## src/hdl/scs_pkg.sv

```systemverilog
// Shared constants for the sampling converter sequencer.
package scs_pkg;

  // ----------------------------------------------------------------
  // Register map and bus answers
  // ----------------------------------------------------------------
  localparam logic [3:0] ADDR_CTRL        = 4'h0;
  localparam logic [3:0] ADDR_RESULT_HIGH = 4'h4;
  localparam logic [3:0] ADDR_RESULT_LOW  = 4'h8;
  localparam logic [3:0] ADDR_MASK        = 4'hC;
  localparam logic [1:0] RESP_OKAY        = 2'h0;
  localparam logic [1:0] RESP_SLVERR      = 2'h2;

  // ----------------------------------------------------------------
  // Field positions of the control register
  // ----------------------------------------------------------------
  localparam int CTRL_ENABLE_BIT   = 0;
  localparam int CTRL_REF_EXT_BIT  = 1;
  localparam int CTRL_CHANNEL_LSB  = 2;
  localparam int CTRL_COUNT_LSB    = 5;
  localparam int CTRL_EXT_TRIG_BIT = 8;
  localparam int CTRL_EDGE_BIT     = 9;
  localparam int CTRL_HOLDOFF_BIT  = 10;
  localparam int CTRL_DELAY_LSB    = 11;
  localparam int CTRL_WAIT_LSB     = 15;

  // Field positions of the high result register.
  localparam int RES_STATUS_BIT = 4;
  localparam int RES_SELECT_LSB = 5;

  // ----------------------------------------------------------------
  // Reset values
  // ----------------------------------------------------------------
  localparam logic [18:0] CTRL_RESET   = 19'h00000;
  localparam logic [1:0]  SELECT_RESET = 2'h0;
  localparam logic        MASK_RESET   = 1'b1;

  // ----------------------------------------------------------------
  // Timing: delay step in microseconds, clock cycles per microsecond
  // ----------------------------------------------------------------
  localparam int DELAY_STEP_US = 50;
  localparam int DEFAULT_CYCLES_PER_US = 50;

  // Result selections; plain sample mode presents the last sample.
  typedef enum logic [1:0] {
    SEL_AVERAGE = 2'b00,
    SEL_MINIMUM = 2'b01,
    SEL_MAXIMUM = 2'b10,
    SEL_LAST    = 2'b11
  } scs_select_t;

  typedef enum logic [2:0] {
    ST_IDLE    = 3'b000,
    ST_ARM     = 3'b001,
    ST_DELAY   = 3'b010,
    ST_START   = 3'b011,
    ST_CONVERT = 3'b100,
    ST_WAIT    = 3'b101,
    ST_FINISH  = 3'b110
  } scs_state_t;

endpackage

```

## src/hdl/scs_sequencer.sv

```systemverilog
// Converter sequencer with trigger control, result unit and AXI4-Lite registers.
//
// Added by the designer: register access over AXI4-Lite and the placing of the registers.
module scs_sequencer
  import scs_pkg::*;
#(
  parameter int CYCLES_PER_US = scs_pkg::DEFAULT_CYCLES_PER_US
) (
  input  wire logic        aclk,
  input  wire logic        aresetn,
  input  wire logic [3:0]  s_axi_awaddr,
  input  wire logic        s_axi_awvalid,
  output logic             s_axi_awready,
  input  wire logic [31:0] s_axi_wdata,
  input  wire logic [3:0]  s_axi_wstrb,
  input  wire logic        s_axi_wvalid,
  output logic             s_axi_wready,
  output logic [1:0]       s_axi_bresp,
  output logic             s_axi_bvalid,
  input  wire logic        s_axi_bready,
  input  wire logic [3:0]  s_axi_araddr,
  input  wire logic        s_axi_arvalid,
  output logic             s_axi_arready,
  output logic [31:0]      s_axi_rdata,
  output logic [1:0]       s_axi_rresp,
  output logic             s_axi_rvalid,
  input  wire logic        s_axi_rready,
  input  wire logic        trigger_input_pin,
  input  wire logic [9:0]  conv_data,
  input  wire logic        conv_done,
  output logic             conv_start,
  output logic [2:0]       mux_select,
  output logic             ref_ext_select,
  output logic             ref_regulator_en,
  output logic             int_n
);
  import scs_pkg::*;

  // ----------------------------------------------------------------
  // Declarations
  // ----------------------------------------------------------------
  logic [18:0]  ctrl;
  logic [1:0]   result_select;
  logic         int_mask;
  logic [3:0]   aw_addr;
  logic         aw_held;
  logic [31:0]  w_data;
  logic [3:0]   w_strb;
  logic         w_held;
  logic         enable_prev;
  logic         start_cycle;
  logic         cycle_busy;
  scs_state_t   state;
  logic [23:0]  timer;
  logic [8:0]   remaining;
  logic         trigger_seen;
  logic [2:0]   cfg_channel;
  logic         cfg_ref_ext;
  logic [2:0]   cfg_count;
  logic         cfg_ext;
  logic         cfg_edge;
  logic         cfg_holdoff;
  logic [3:0]   cfg_delay;
  logic [3:0]   cfg_wait;
  logic         trig_meta;
  logic         trig_sync;
  logic         trig_prev;
  logic         trig_match;
  logic         trig_active;
  logic         first_sample;
  logic [17:0]  sum;
  logic [9:0]   min_val;
  logic [9:0]   max_val;
  logic [9:0]   last_val;
  logic [10:0]  res_avg;
  logic [10:0]  res_min;
  logic [10:0]  res_max;
  logic [10:0]  res_last;
  logic [10:0]  accumulator;
  logic [31:0]  next_ctrl_word;

  // Sample count code: 0 gives one sample, code n gives 2^(n+1).
  function automatic logic [3:0] count_shift(input logic [2:0] code);
    count_shift = (code == 3'h0) ? 4'h0 : {1'b0, code} + 4'h1;
  endfunction

  // Wait time in microseconds for each code of the wait field.
  function automatic int wait_us(input logic [3:0] code);
    case (code)
      4'h0:    wait_us = 20;
      4'h1:    wait_us = 40;
      4'h2:    wait_us = 60;
      4'h3:    wait_us = 80;
      4'h4:    wait_us = 160;
      4'h5:    wait_us = 240;
      4'h6:    wait_us = 320;
      4'h7:    wait_us = 640;
      4'h8:    wait_us = 1280;
      4'h9:    wait_us = 1920;
      4'hA:    wait_us = 2560;
      4'hB:    wait_us = 5120;
      4'hC:    wait_us = 10240;
      4'hD:    wait_us = 15360;
      default: wait_us = 20480;
    endcase
  endfunction

  // Cycles still to count after the loading cycle of a delay or wait.
  function automatic logic [23:0] delay_cycles(input logic [3:0] code);
    delay_cycles = 24'(int'(code) * DELAY_STEP_US * CYCLES_PER_US);
  endfunction

  function automatic logic [23:0] wait_cycles(input logic [3:0] code);
    wait_cycles = 24'(wait_us(code) * CYCLES_PER_US);
  endfunction

  // Merge the written bytes into an old word under the strobes.
  function automatic logic [31:0] merge(input logic [31:0] old_word, input logic [31:0] data,
                                        input logic [3:0] strb);
    logic [31:0] result;
    result = old_word;
    for (int i = 0; i < 4; i++) begin
      if (strb[i]) begin
        result[i*8 +: 8] = data[i*8 +: 8];
      end
    end
    merge = result;
  endfunction

  // ----------------------------------------------------------------
  // AXI4-Lite write channel
  // ----------------------------------------------------------------
  // Address and data are caught in either order; the answer follows both.
  always_ff @(posedge aclk) begin
    if (!aresetn) begin
      aw_held       <= 1'b0;
      w_held        <= 1'b0;
      aw_addr       <= 4'h0;
      w_data        <= 32'h00000000;
      w_strb        <= 4'h0;
      s_axi_awready <= 1'b0;
      s_axi_wready  <= 1'b0;
      s_axi_bvalid  <= 1'b0;
      s_axi_bresp   <= RESP_OKAY;
    end else begin
      s_axi_awready <= !aw_held && !(s_axi_awvalid && s_axi_awready) && !s_axi_bvalid;
      s_axi_wready  <= !w_held && !(s_axi_wvalid && s_axi_wready) && !s_axi_bvalid;
      if (s_axi_awvalid && s_axi_awready) begin
        aw_held <= 1'b1;
        aw_addr <= s_axi_awaddr;
      end
      if (s_axi_wvalid && s_axi_wready) begin
        w_held <= 1'b1;
        w_data <= s_axi_wdata;
        w_strb <= s_axi_wstrb;
      end
      if (aw_held && w_held && !s_axi_bvalid) begin
        aw_held      <= 1'b0;
        w_held       <= 1'b0;
        s_axi_bvalid <= 1'b1;
        s_axi_bresp  <= (aw_addr == ADDR_CTRL || aw_addr == ADDR_RESULT_HIGH ||
                         aw_addr == ADDR_RESULT_LOW || aw_addr == ADDR_MASK) ? RESP_OKAY : RESP_SLVERR;
      end else if (s_axi_bvalid && s_axi_bready) begin
        s_axi_bvalid <= 1'b0;
      end
    end
  end

  assign next_ctrl_word = merge({13'h0000, ctrl}, w_data, w_strb);

  // Register stores; a write commits in the cycle the answer is raised.
  always_ff @(posedge aclk) begin
    if (!aresetn) begin
      ctrl          <= CTRL_RESET;
      result_select <= SELECT_RESET;
      int_mask      <= MASK_RESET;
    end else if (aw_held && w_held && !s_axi_bvalid) begin
      if (aw_addr == ADDR_CTRL) begin
        ctrl <= next_ctrl_word[18:0];
      end else if (aw_addr == ADDR_RESULT_HIGH) begin
        if (!cycle_busy && w_strb[0]) begin
          result_select <= w_data[RES_SELECT_LSB +: 2];
        end
      end else if (aw_addr == ADDR_MASK) begin
        if (w_strb[0]) begin
          int_mask <= w_data[0];
        end
      end
    end
  end

  // ----------------------------------------------------------------
  // AXI4-Lite read channel
  // ----------------------------------------------------------------
  // One read at a time; data is answered the cycle after the address.
  always_ff @(posedge aclk) begin
    if (!aresetn) begin
      s_axi_arready <= 1'b0;
      s_axi_rvalid  <= 1'b0;
      s_axi_rdata   <= 32'h00000000;
      s_axi_rresp   <= RESP_OKAY;
    end else begin
      s_axi_arready <= !s_axi_rvalid && !(s_axi_arvalid && s_axi_arready);
      if (s_axi_arvalid && s_axi_arready) begin
        s_axi_rvalid <= 1'b1;
        s_axi_rresp  <= RESP_OKAY;
        if (s_axi_araddr == ADDR_CTRL) begin
          s_axi_rdata <= {13'h0000, ctrl};
        end else if (s_axi_araddr == ADDR_RESULT_HIGH) begin
          s_axi_rdata <= {25'h0000000, result_select, cycle_busy, 1'b0, accumulator[10:8]};
        end else if (s_axi_araddr == ADDR_RESULT_LOW) begin
          s_axi_rdata <= {24'h000000, accumulator[7:0]};
        end else if (s_axi_araddr == ADDR_MASK) begin
          s_axi_rdata <= {31'h00000000, int_mask};
        end else begin
          s_axi_rdata <= 32'h00000000;
          s_axi_rresp <= RESP_SLVERR;
        end
      end else if (s_axi_rvalid && s_axi_rready) begin
        s_axi_rvalid <= 1'b0;
      end
    end
  end

  // ----------------------------------------------------------------
  // Cycle start and configuration latch
  // ----------------------------------------------------------------
  // start on rising enable
  assign start_cycle = ctrl[CTRL_ENABLE_BIT] && !enable_prev && state == ST_IDLE;

  always_ff @(posedge aclk) begin
    if (!aresetn) begin
      enable_prev <= 1'b0;
      cfg_channel <= 3'h0;
      cfg_ref_ext <= 1'b0;
      cfg_count   <= 3'h0;
      cfg_ext     <= 1'b0;
      cfg_edge    <= 1'b0;
      cfg_holdoff <= 1'b0;
      cfg_delay   <= 4'h0;
      cfg_wait    <= 4'h0;
    end else begin
      enable_prev <= ctrl[CTRL_ENABLE_BIT];
      if (start_cycle) begin
        cfg_channel <= ctrl[CTRL_CHANNEL_LSB +: 3];
        cfg_ref_ext <= ctrl[CTRL_REF_EXT_BIT];
        cfg_count   <= ctrl[CTRL_COUNT_LSB +: 3];
        cfg_ext     <= ctrl[CTRL_EXT_TRIG_BIT];
        cfg_edge    <= ctrl[CTRL_EDGE_BIT];
        cfg_holdoff <= ctrl[CTRL_HOLDOFF_BIT];
        cfg_delay   <= ctrl[CTRL_DELAY_LSB +: 4];
        cfg_wait    <= ctrl[CTRL_WAIT_LSB +: 4];
      end
    end
  end

  // ----------------------------------------------------------------
  // Trigger pin
  // ----------------------------------------------------------------
  // two-stage synchroniser
  always_ff @(posedge aclk) begin
    if (!aresetn) begin
      trig_meta <= 1'b0;
      trig_sync <= 1'b0;
      trig_prev <= 1'b0;
    end else begin
      trig_meta <= trigger_input_pin;
      trig_sync <= trig_meta;
      trig_prev <= trig_sync;
    end
  end

  assign trig_match  = cfg_edge ? (trig_prev && !trig_sync) : (!trig_prev && trig_sync);
  assign trig_active = cfg_edge ? !trig_sync : trig_sync;

  // ----------------------------------------------------------------
  // Sequencer
  // ----------------------------------------------------------------
  // Arms (external trigger only), delays and rearms if the trigger is then inactive; then a conversion per sample and a wait between samples.
  always_ff @(posedge aclk) begin
    if (!aresetn) begin
      state        <= ST_IDLE;
      timer        <= 24'h000000;
      remaining    <= 9'h000;
      trigger_seen <= 1'b0;
    end else begin
      case (state)
        ST_IDLE: begin
          if (start_cycle) begin
            remaining <= 9'(9'h001 << count_shift(ctrl[CTRL_COUNT_LSB +: 3]));
            timer     <= delay_cycles(ctrl[CTRL_DELAY_LSB +: 4]);
            state     <= ctrl[CTRL_EXT_TRIG_BIT] ? ST_ARM : ST_DELAY;
          end
        end
        ST_ARM: begin
          if (trig_match) begin
            timer <= delay_cycles(cfg_delay);
            state <= ST_DELAY;
          end
        end
        ST_DELAY: begin
          if (timer != 24'h000000) begin
            timer <= timer - 24'h000001;
          end else if (!cfg_ext || trig_active) begin
            state <= ST_START;
          end else begin
            state <= ST_ARM;
          end
        end
        ST_START: begin
          state <= ST_CONVERT;
        end
        ST_CONVERT: begin
          if (conv_done) begin
            remaining    <= remaining - 9'h001;
            trigger_seen <= 1'b0;
            timer        <= wait_cycles(cfg_wait);
            state        <= (remaining == 9'h001) ? ST_FINISH : ST_WAIT;
          end
        end
        ST_WAIT: begin
          if (trig_match) begin
            trigger_seen <= 1'b1;
          end
          if (timer != 24'h000000) begin
            timer <= timer - 24'h000001;
          end else if (!(cfg_ext && cfg_holdoff)) begin
            state <= ST_START;
          end else if ((trigger_seen || trig_match) && trig_active) begin
            state <= ST_START;
          end
        end
        ST_FINISH: begin
          state <= ST_IDLE;
        end
        default: begin
          state <= ST_IDLE;
        end
      endcase
    end
  end

  // Converter controls come from flops; the mux follows the held channel while busy and the control register otherwise.
  always_ff @(posedge aclk) begin
    if (!aresetn) begin
      conv_start       <= 1'b0;
      mux_select       <= 3'h0;
      ref_ext_select   <= 1'b0;
      ref_regulator_en <= 1'b1;
    end else begin
      conv_start       <= (state == ST_DELAY && timer == 24'h000000 && (!cfg_ext || trig_active)) ||
                          (state == ST_WAIT && timer == 24'h000000 &&
                           (!(cfg_ext && cfg_holdoff) || ((trigger_seen || trig_match) && trig_active)));
      mux_select       <= cycle_busy ? cfg_channel : ctrl[CTRL_CHANNEL_LSB +: 3];
      ref_ext_select   <= cycle_busy ? cfg_ref_ext : ctrl[CTRL_REF_EXT_BIT];
      ref_regulator_en <= cycle_busy ? !cfg_ref_ext : !ctrl[CTRL_REF_EXT_BIT];
    end
  end

  // ----------------------------------------------------------------
  // Arithmetic unit
  // ----------------------------------------------------------------
  // all statistics every sample
  always_ff @(posedge aclk) begin
    if (!aresetn) begin
      first_sample <= 1'b0;
      sum          <= 18'h00000;
      min_val      <= 10'h000;
      max_val      <= 10'h000;
      last_val     <= 10'h000;
    end else if (start_cycle) begin
      first_sample <= 1'b1;
    end else if (state == ST_CONVERT && conv_done) begin
      first_sample <= 1'b0;
      last_val     <= conv_data;
      if (first_sample) begin
        sum     <= {8'h00, conv_data};
        min_val <= conv_data;
        max_val <= conv_data;
      end else begin
        sum     <= sum + {8'h00, conv_data};
        min_val <= (conv_data < min_val) ? conv_data : min_val;
        max_val <= (conv_data > max_val) ? conv_data : max_val;
      end
    end
  end

  always_ff @(posedge aclk) begin
    if (!aresetn) begin
      res_avg  <= 11'h000;
      res_min  <= 11'h000;
      res_max  <= 11'h000;
      res_last <= 11'h000;
    end else if (state == ST_FINISH) begin
      res_avg  <= 11'(sum >> count_shift(cfg_count));
      res_min  <= {1'b0, min_val};
      res_max  <= {1'b0, max_val};
      res_last <= {1'b0, last_val};
    end
  end

  always_comb begin
    case (scs_select_t'(result_select))
      SEL_AVERAGE: accumulator = res_avg;
      SEL_MINIMUM: accumulator = res_min;
      SEL_MAXIMUM: accumulator = res_max;
      default:     accumulator = res_last;
    endcase
  end

  // ----------------------------------------------------------------
  // Status and interrupt pin
  // ----------------------------------------------------------------
  // status low ends cycle
  always_ff @(posedge aclk) begin
    if (!aresetn) begin
      cycle_busy <= 1'b0;
      int_n      <= 1'b1;
    end else if (start_cycle) begin
      cycle_busy <= 1'b1;
      int_n      <= 1'b1;
    end else if (state == ST_FINISH) begin
      cycle_busy <= 1'b0;
      int_n      <= int_mask;
    end
  end

endmodule

```

## config.mk

```make
export PLATFORM = sky130hd
export DESIGN_NAME = scs_sequencer
export DESIGN_NICKNAME = d
export VERILOG_FILES = /design/src/hdl/scs_pkg.sv /design/src/hdl/scs_sequencer.sv
export SDC_FILE = /design/constraint.sdc
export NUM_CORES = 1
export LEC_CHECK = 0
export BUFFER_PORTS_ARGS = -buffer_cell sky130_fd_sc_hd__buf_2
export CORE_ASPECT_RATIO = 0.8
export CORE_MARGIN = 2
export CORE_UTILIZATION = 40
export CTS_CLUSTER_SIZE = 20
export DETAILED_ROUTE_END_ITERATION = 8
export GPL_ROUTABILITY_DRIVEN = 0
export PLACE_DENSITY = 0.56
export SLEW_MARGIN = 20
export SYNTH_ARGS = -nofsm -noshare
export SYNTH_HDL_FRONTEND = slang
export SYNTH_SLANG_ARGS = --single-unit
export TNS_END_PERCENT = 100
```

## constraint.sdc

```tcl
create_clock -name aclk -period 11.8 [get_ports aclk]
set_clock_uncertainty 0.2 [all_clocks]
set_input_delay 1.18 -clock aclk [delete_from_list [all_inputs] [get_ports aclk]]
set_output_delay 1.18 -clock aclk [all_outputs]
set_load 0.1 [all_outputs]
```

## Yosys cells after proc, flatten, opt, wreduce, memory -nomap -nowiden

Memories as Yosys holds them, arrays and structs flattened. A register that Yosys moved wholly into a read port is not among the register bits.
Cells that the tools add are included.

| word-level totals | value |
|---|---|
| register bits | 248 |
| ROM bits | 208 |
| output and inout bits | 48 |
| word-level logic and storage cells | 226 |
| memories kept | 1 |

Memory list:

| name | words | width | rd ports | clocked after Yosys merged registers in | write ports | RTL line | source |
|---|---|---|---|---|---|---|---|
| (name not given) | 16 | 13 | 1 | 1 | 0 | scs_sequencer.sv:89 | `case (code)` |

| cells by class | value |
|---|---|
| add/subtract/negate cells | 5 |
| multiply operators | 5 |
| $lt $le $gt $ge | 2 |
| equality and inequality tests | 23 |
| shifts and indexed selects | 2 |
| muxes and demuxes | 57 |
| bitwise gates (word level) | 4 |
| reductions and logical operators | 78 |

Operator list:

| cell | number |
|---|---|
| 24-bit two-way mux | 4 |
| 32-bit two-way mux | 3 |
| 24-bit one-hot mux with 4 select lines | 1 |
| 10-bit two-way mux | 4 |
| 11-bit one-hot mux with 3 select lines | 1 |
| 32-bit by 6-bit multiplier with 23-bit output (second input constant) | 1 |
| 9-bit by 5-bit multiplier with 14-bit output (second input constant) | 2 |
| 1-bit logical AND | 24 |
| 24-bit zero test | 1 |
| 3-bit two-way mux | 8 |
| 24-bit nonzero test | 1 |
| 24-bit by 1-bit subtractor with 24-bit output (second input constant) | 1 |
| 3-bit AND reduction | 7 |
| 19-bit two-way mux | 1 |
| 18-bit by 10-bit adder with 18-bit output | 1 |
| 4-bit by 5-bit multiplier with 9-bit output (second input constant) | 2 |
| 18-bit two-way mux | 1 |
| 9-bit two-way mux | 2 |
| 3-bit one-hot mux with 6 select lines | 1 |
| 9-bit one-hot mux with 2 select lines | 1 |
| 18-bit by 4-bit >> shifter with 11-bit output | 1 |
| 4-bit == test (second input constant) | 4 |
| 2-bit two-way mux | 8 |
| 4-bit two-way mux | 4 |
| 31 further kinds | 92 |

## Depth between registers and ports, before layout

| depth | value |
|---|---|
| depth after elaboration | 9 |
| gate-level depth with buffers | 18 |
| gate-level depth less buffers | 18 |

## Worst setup path after synthesis

No wires, ideal clock.

| timing | value |
|---|---|
| path type | register -> register |
| start | register cfg_delay[0] |
| end | register timer[15] |
| library setup time | 0.125 ns |
| arrival time | 3.942 ns |
| data required time | 11.475 ns |
| path slack | 7.533 ns |
| stages on the path, launching flop included | 17 |
| cell sequence | dfxtp_1 ha_1 ha_1 inv_1 ha_1 ha_1 inv_1 fa_1 inv_1 ha_1 and3_1 a221oi_1 a21oi_1 a221oi_1 xnor2_1 a211oi_1 a31oi_1 |

| on the way | value |
|---|---|
| word-level cells in the longest chain between the ends | 4 |

RTL lines:

| what | RTL line | source |
|---|---|---|
| from (decl) | scs_sequencer.sv:63 | `logic [3:0] cfg_delay;` |
| from (signal assigned) | scs_sequencer.sv:251 | `cfg_delay <= ctrl[CTRL_DELAY_LSB +: 4];` |
| 4-bit by 5-bit multiplier with 9-bit output | scs_sequencer.sv:110 | `delay_cycles = 24'(int'(code) * DELAY_STEP_US * CYCLES_PER_US);` |
| 9-bit by 5-bit multiplier with 14-bit output | scs_sequencer.sv:110 |  |
| 24-bit two-way mux | scs_sequencer.sv:296 | `if (trig_match) begin` |
| 24-bit one-hot mux with 4 select lines | scs_sequencer.sv:287 | `case (state)` |
| to (signal assigned) | scs_sequencer.sv:291 | `timer <= delay_cycles(ctrl[CTRL_DELAY_LSB +: 4]);` |
| to (signal assigned) | scs_sequencer.sv:297 | `timer <= delay_cycles(cfg_delay);` |
| to (signal assigned) | scs_sequencer.sv:303 | `timer <= timer - 24'h000001;` |
| to (decl) | scs_sequencer.sv:54 | `logic [23:0] timer;` |

Every way passes these cells. The select of a mux whose other input is x is not followed.
A chain may end at the register's enable or synchronous reset.

## Worst setup path in the final report

| timing | value |
|---|---|
| start | register ctrl[11] |
| end | register timer[15] |

| on the way | value |
|---|---|
| word-level cells in the longest chain between the ends | 4 |

RTL lines:

| what | RTL line | source |
|---|---|---|
| from (decl) | scs_sequencer.sv:42 | `logic [18:0] ctrl;` |
| from (signal assigned) | scs_sequencer.sv:179 | `ctrl <= next_ctrl_word[18:0];` |
| 4-bit by 5-bit multiplier with 9-bit output | scs_sequencer.sv:110 |  |
| 9-bit by 5-bit multiplier with 14-bit output | scs_sequencer.sv:110 |  |
| 24-bit two-way mux | scs_sequencer.sv:289 | `if (start_cycle) begin` |
| 24-bit one-hot mux with 4 select lines | scs_sequencer.sv:287 |  |

Every way passes these cells. The select of a mux whose other input is x is not followed.

==> metrics.txt <==
outcome=complete, but fails checks; failing checks=design-rule violations; later-pin clock latency in the skew report=0.57 ns; P_leak=7.301 nW; Total GRT Usage=20.73%; Layout area overhead=11.48%; Post-synth EDFFs=0; ANT nets after route=0; critical-path maximum fanout=10; antenna violations before repair=0; clk slew on worst S/H paths=0.06 ns; Final period util=42.83%; worst min-delay path class=reg -> reg; Sequential Area=4925 um^2; dpl hpwl=29.79 mm; Setup WS post-layout=6.746 ns; DR pass1 iterations=9; Worst Tran Pin Value=1.001 ns; VDD IR max=0.09602 mV; hold violation count in the final report=0; hold_buf cts=0; io pins=111; Most used DFF post-synth=dfxtp_1; die area=39,430 um^2; Yosys warning total=0; Synth Register Bits=246; Worst setup EP type=register; CTS sink count=246; Critical Path Start Type=register; Slew Viols, Final=0; die extent in y=178 um; global route total overflow=0; Die Wd=221.5 um; Routed WL=40.93 mm; Port Buffers=81; CTS-repair resized insts=0; global-route wire length before repair=65.81 mm; DR iter-0 viols=1,076; H-Tree Depth=1; worst path arrival time=5.28 ns; layout cells sized above 1=10.44%; Max Fclk=0.1979 GHz; wire per inst=17.38 um; leading cell type in the layout, fill and taps excluded=nand2_1; vias in the first global route=12,007; Final setup viols=0; Placement Setup Slack=6.829 ns; Cell Area, Synth=15,140 um^2; Initial Util=40.69%; CTS tree=done; Power Dens Cells=110.1 nW/um^2; final layout net count=2,086; clk root buf=clkbuf_16; commonest cells after routing, fill and taps aside=nand2_1 (255), dfxtp_1 (246), a21oi_1 (202), ha_1 (159), nor2_1 (135); fill count=3,718; Final min period=5.054 ns; setup bufs post-CTS=0; core area=37,210 um^2; register area share after synthesis=32.53%; Req. time, crit path=12.03 ns; unrepaired setup endpoints after global routing=no; total CTS buffers=28; critical path class=reg -> reg; setup TNS=0 ns; Via density=5.502; Distinct cells, synth=76; largest net degree at the start of global routing=73; Clock Tree Buf Depth=3; gate count after technology mapping=1,812; syn avg cell area=8.354 um^2; ANT cells=0; number of max-cap violations=0; vias=12,958; Synth async-reset ratio=0%; Rows=63; area taken by multi-input logic gates=9415 um^2; drt drc=2; Worst slew margin=33.26%
[where the power goes]
group | total (mW) | internal, mW | switching (mW)
registers | 0.843 | 0.837 | 0.00571
clock network | 0.918 | 0.545 | 0.373
logic | 0.0974 | 0.0211 | 0.0763
[synthesized netlist by cell type (6+ instances only)]
master	instances	area (um^2)
a211oi_1	15	112.6
a21o_1	17	127.6
a21oi_1	203	1016
a22o_1	15	131.4
a22oi_1	17	127.6
a31oi_1	22	137.6
and2_1	7	43.79
and3_1	9	56.30
buf_1	7	26.28
buf_2	6	30.03
buf_4	15	112.6
clkbuf_1	76	285.3
dfxtp_1	246	4925
fa_1	17	340.3
ha_1	159	1989
inv_1	109	409.1
mux2i_1	47	470.5
mux4_2	26	585.6
nand2_1	255	957.2
nand2b_1	18	112.6
nand3_1	49	245.2
nand4_1	11	68.82
nor2_1	136	510.5
nor2b_1	9	56.30
nor3_1	34	170.2
nor3b_1	6	45.04
nor4_1	10	62.56
o211ai_1	8	60.06
o21ai_0	90	450.4
o22ai_1	13	81.33
or3_1	10	62.56
xnor2_1	37	324.1
xor2_1	22	192.7
[state kept, by name, indices dropped and copies added (netlist names), 3 cells and up, named ones only]
name	flops
min_val	10
ctrl	19
w_data	19
mux_select	3
cfg_wait	4
res_min	10
cfg_delay	4
state	3
cfg_channel	3
s_axi_rdata	19
res_last	10
timer	24
max_val	10
cfg_count	3
last_val	10
sum	18
res_avg	11
aw_addr	4
remaining	9
w_strb	3
res_max	10
[final timing paths]
check	start	end	slack (ns)	cells after the start
max	ctrl[11]	timer[15]	6.75	16
max reg2reg	ctrl[11]	timer[15]	6.75	16
min reg2reg	trig_meta	trig_sync	0.24	1
min	trig_meta	trig_sync	0.24	1
[cells by family (layout without fill, tap and decap cells)]
group | after synthesis | in the layout | synth area share [%]
simple gates | 579 | 579 | 17.37
compound gates | 456 | 456 | 18.03
flops | 246 | 246 | 32.53
buf+inv | 217 | 259 | 5.901
fa+ha+maj | 176 | 176 | 15.39
mux | 78 | 78 | 7.348
xor+xnor | 59 | 59 | 3.413
other cells | 1 | 15 | 0.02477
[per-stage QoR]
step / utilization (%) / std cells / total power [mW] / hold slack, ns / area, um^2
2_1_floorplan: - / 1826 / 0.9332 / 0.2119 / 15190
3_3_place_gp: 42.70 / 2304 / 0.9575 / 0.2216 / 15890
3_5_place_dp: 42.70 / 2304 / 0.9585 / 0.2359 / 15890
4_1_cts: 45.34 / 2355 / 1.876 / 0.2438 / 16870
5_1_grt: 45.36 / 2355 / 1.921 / 0.2491 / 16880
6_report: 45.36 / 2355 / 1.859 / 0.2399 / 16880
[layer usage]
layer | vias up | wire (um) | global-route usage [%]
li1 | 6430 | - | -
met1 | 6130 | 20830 | 31.45
met2 | 364 | 16960 | 31.18
met3 | 34 | 2646 | 3.591
met4 | 0 | 493 | 2.984
met5 | - | 0 | 0
[final cells by class]
type	instances	share of cell area, %
inverters	111	2.499
repair buffers	97	3.114
clock buffers	34	4.463
multi-input cells	1363	55.79
well taps	487	3.611
flip-flops and latches	246	29.18
clock inverters	17	1.342
[critical path: stages, from the launching register on]
cell and delay [ns]:
dfxtp_1 0.59, ha_1 0.43, ha_1 0.25, inv_1 0.08, fa_1 0.52, inv_1 0.08, ha_1 0.30, ha_1 0.31
fa_1 0.46, ha_1 0.35, o21a_1 0.21, o21ai_0 0.14, a31oi_1 0.09, a21oi_1 0.32, nor4b_1 0.09, a21oi_1 0.36
a31oi_1 0.13
Note: power is estimated with default switching activity, not from simulation.
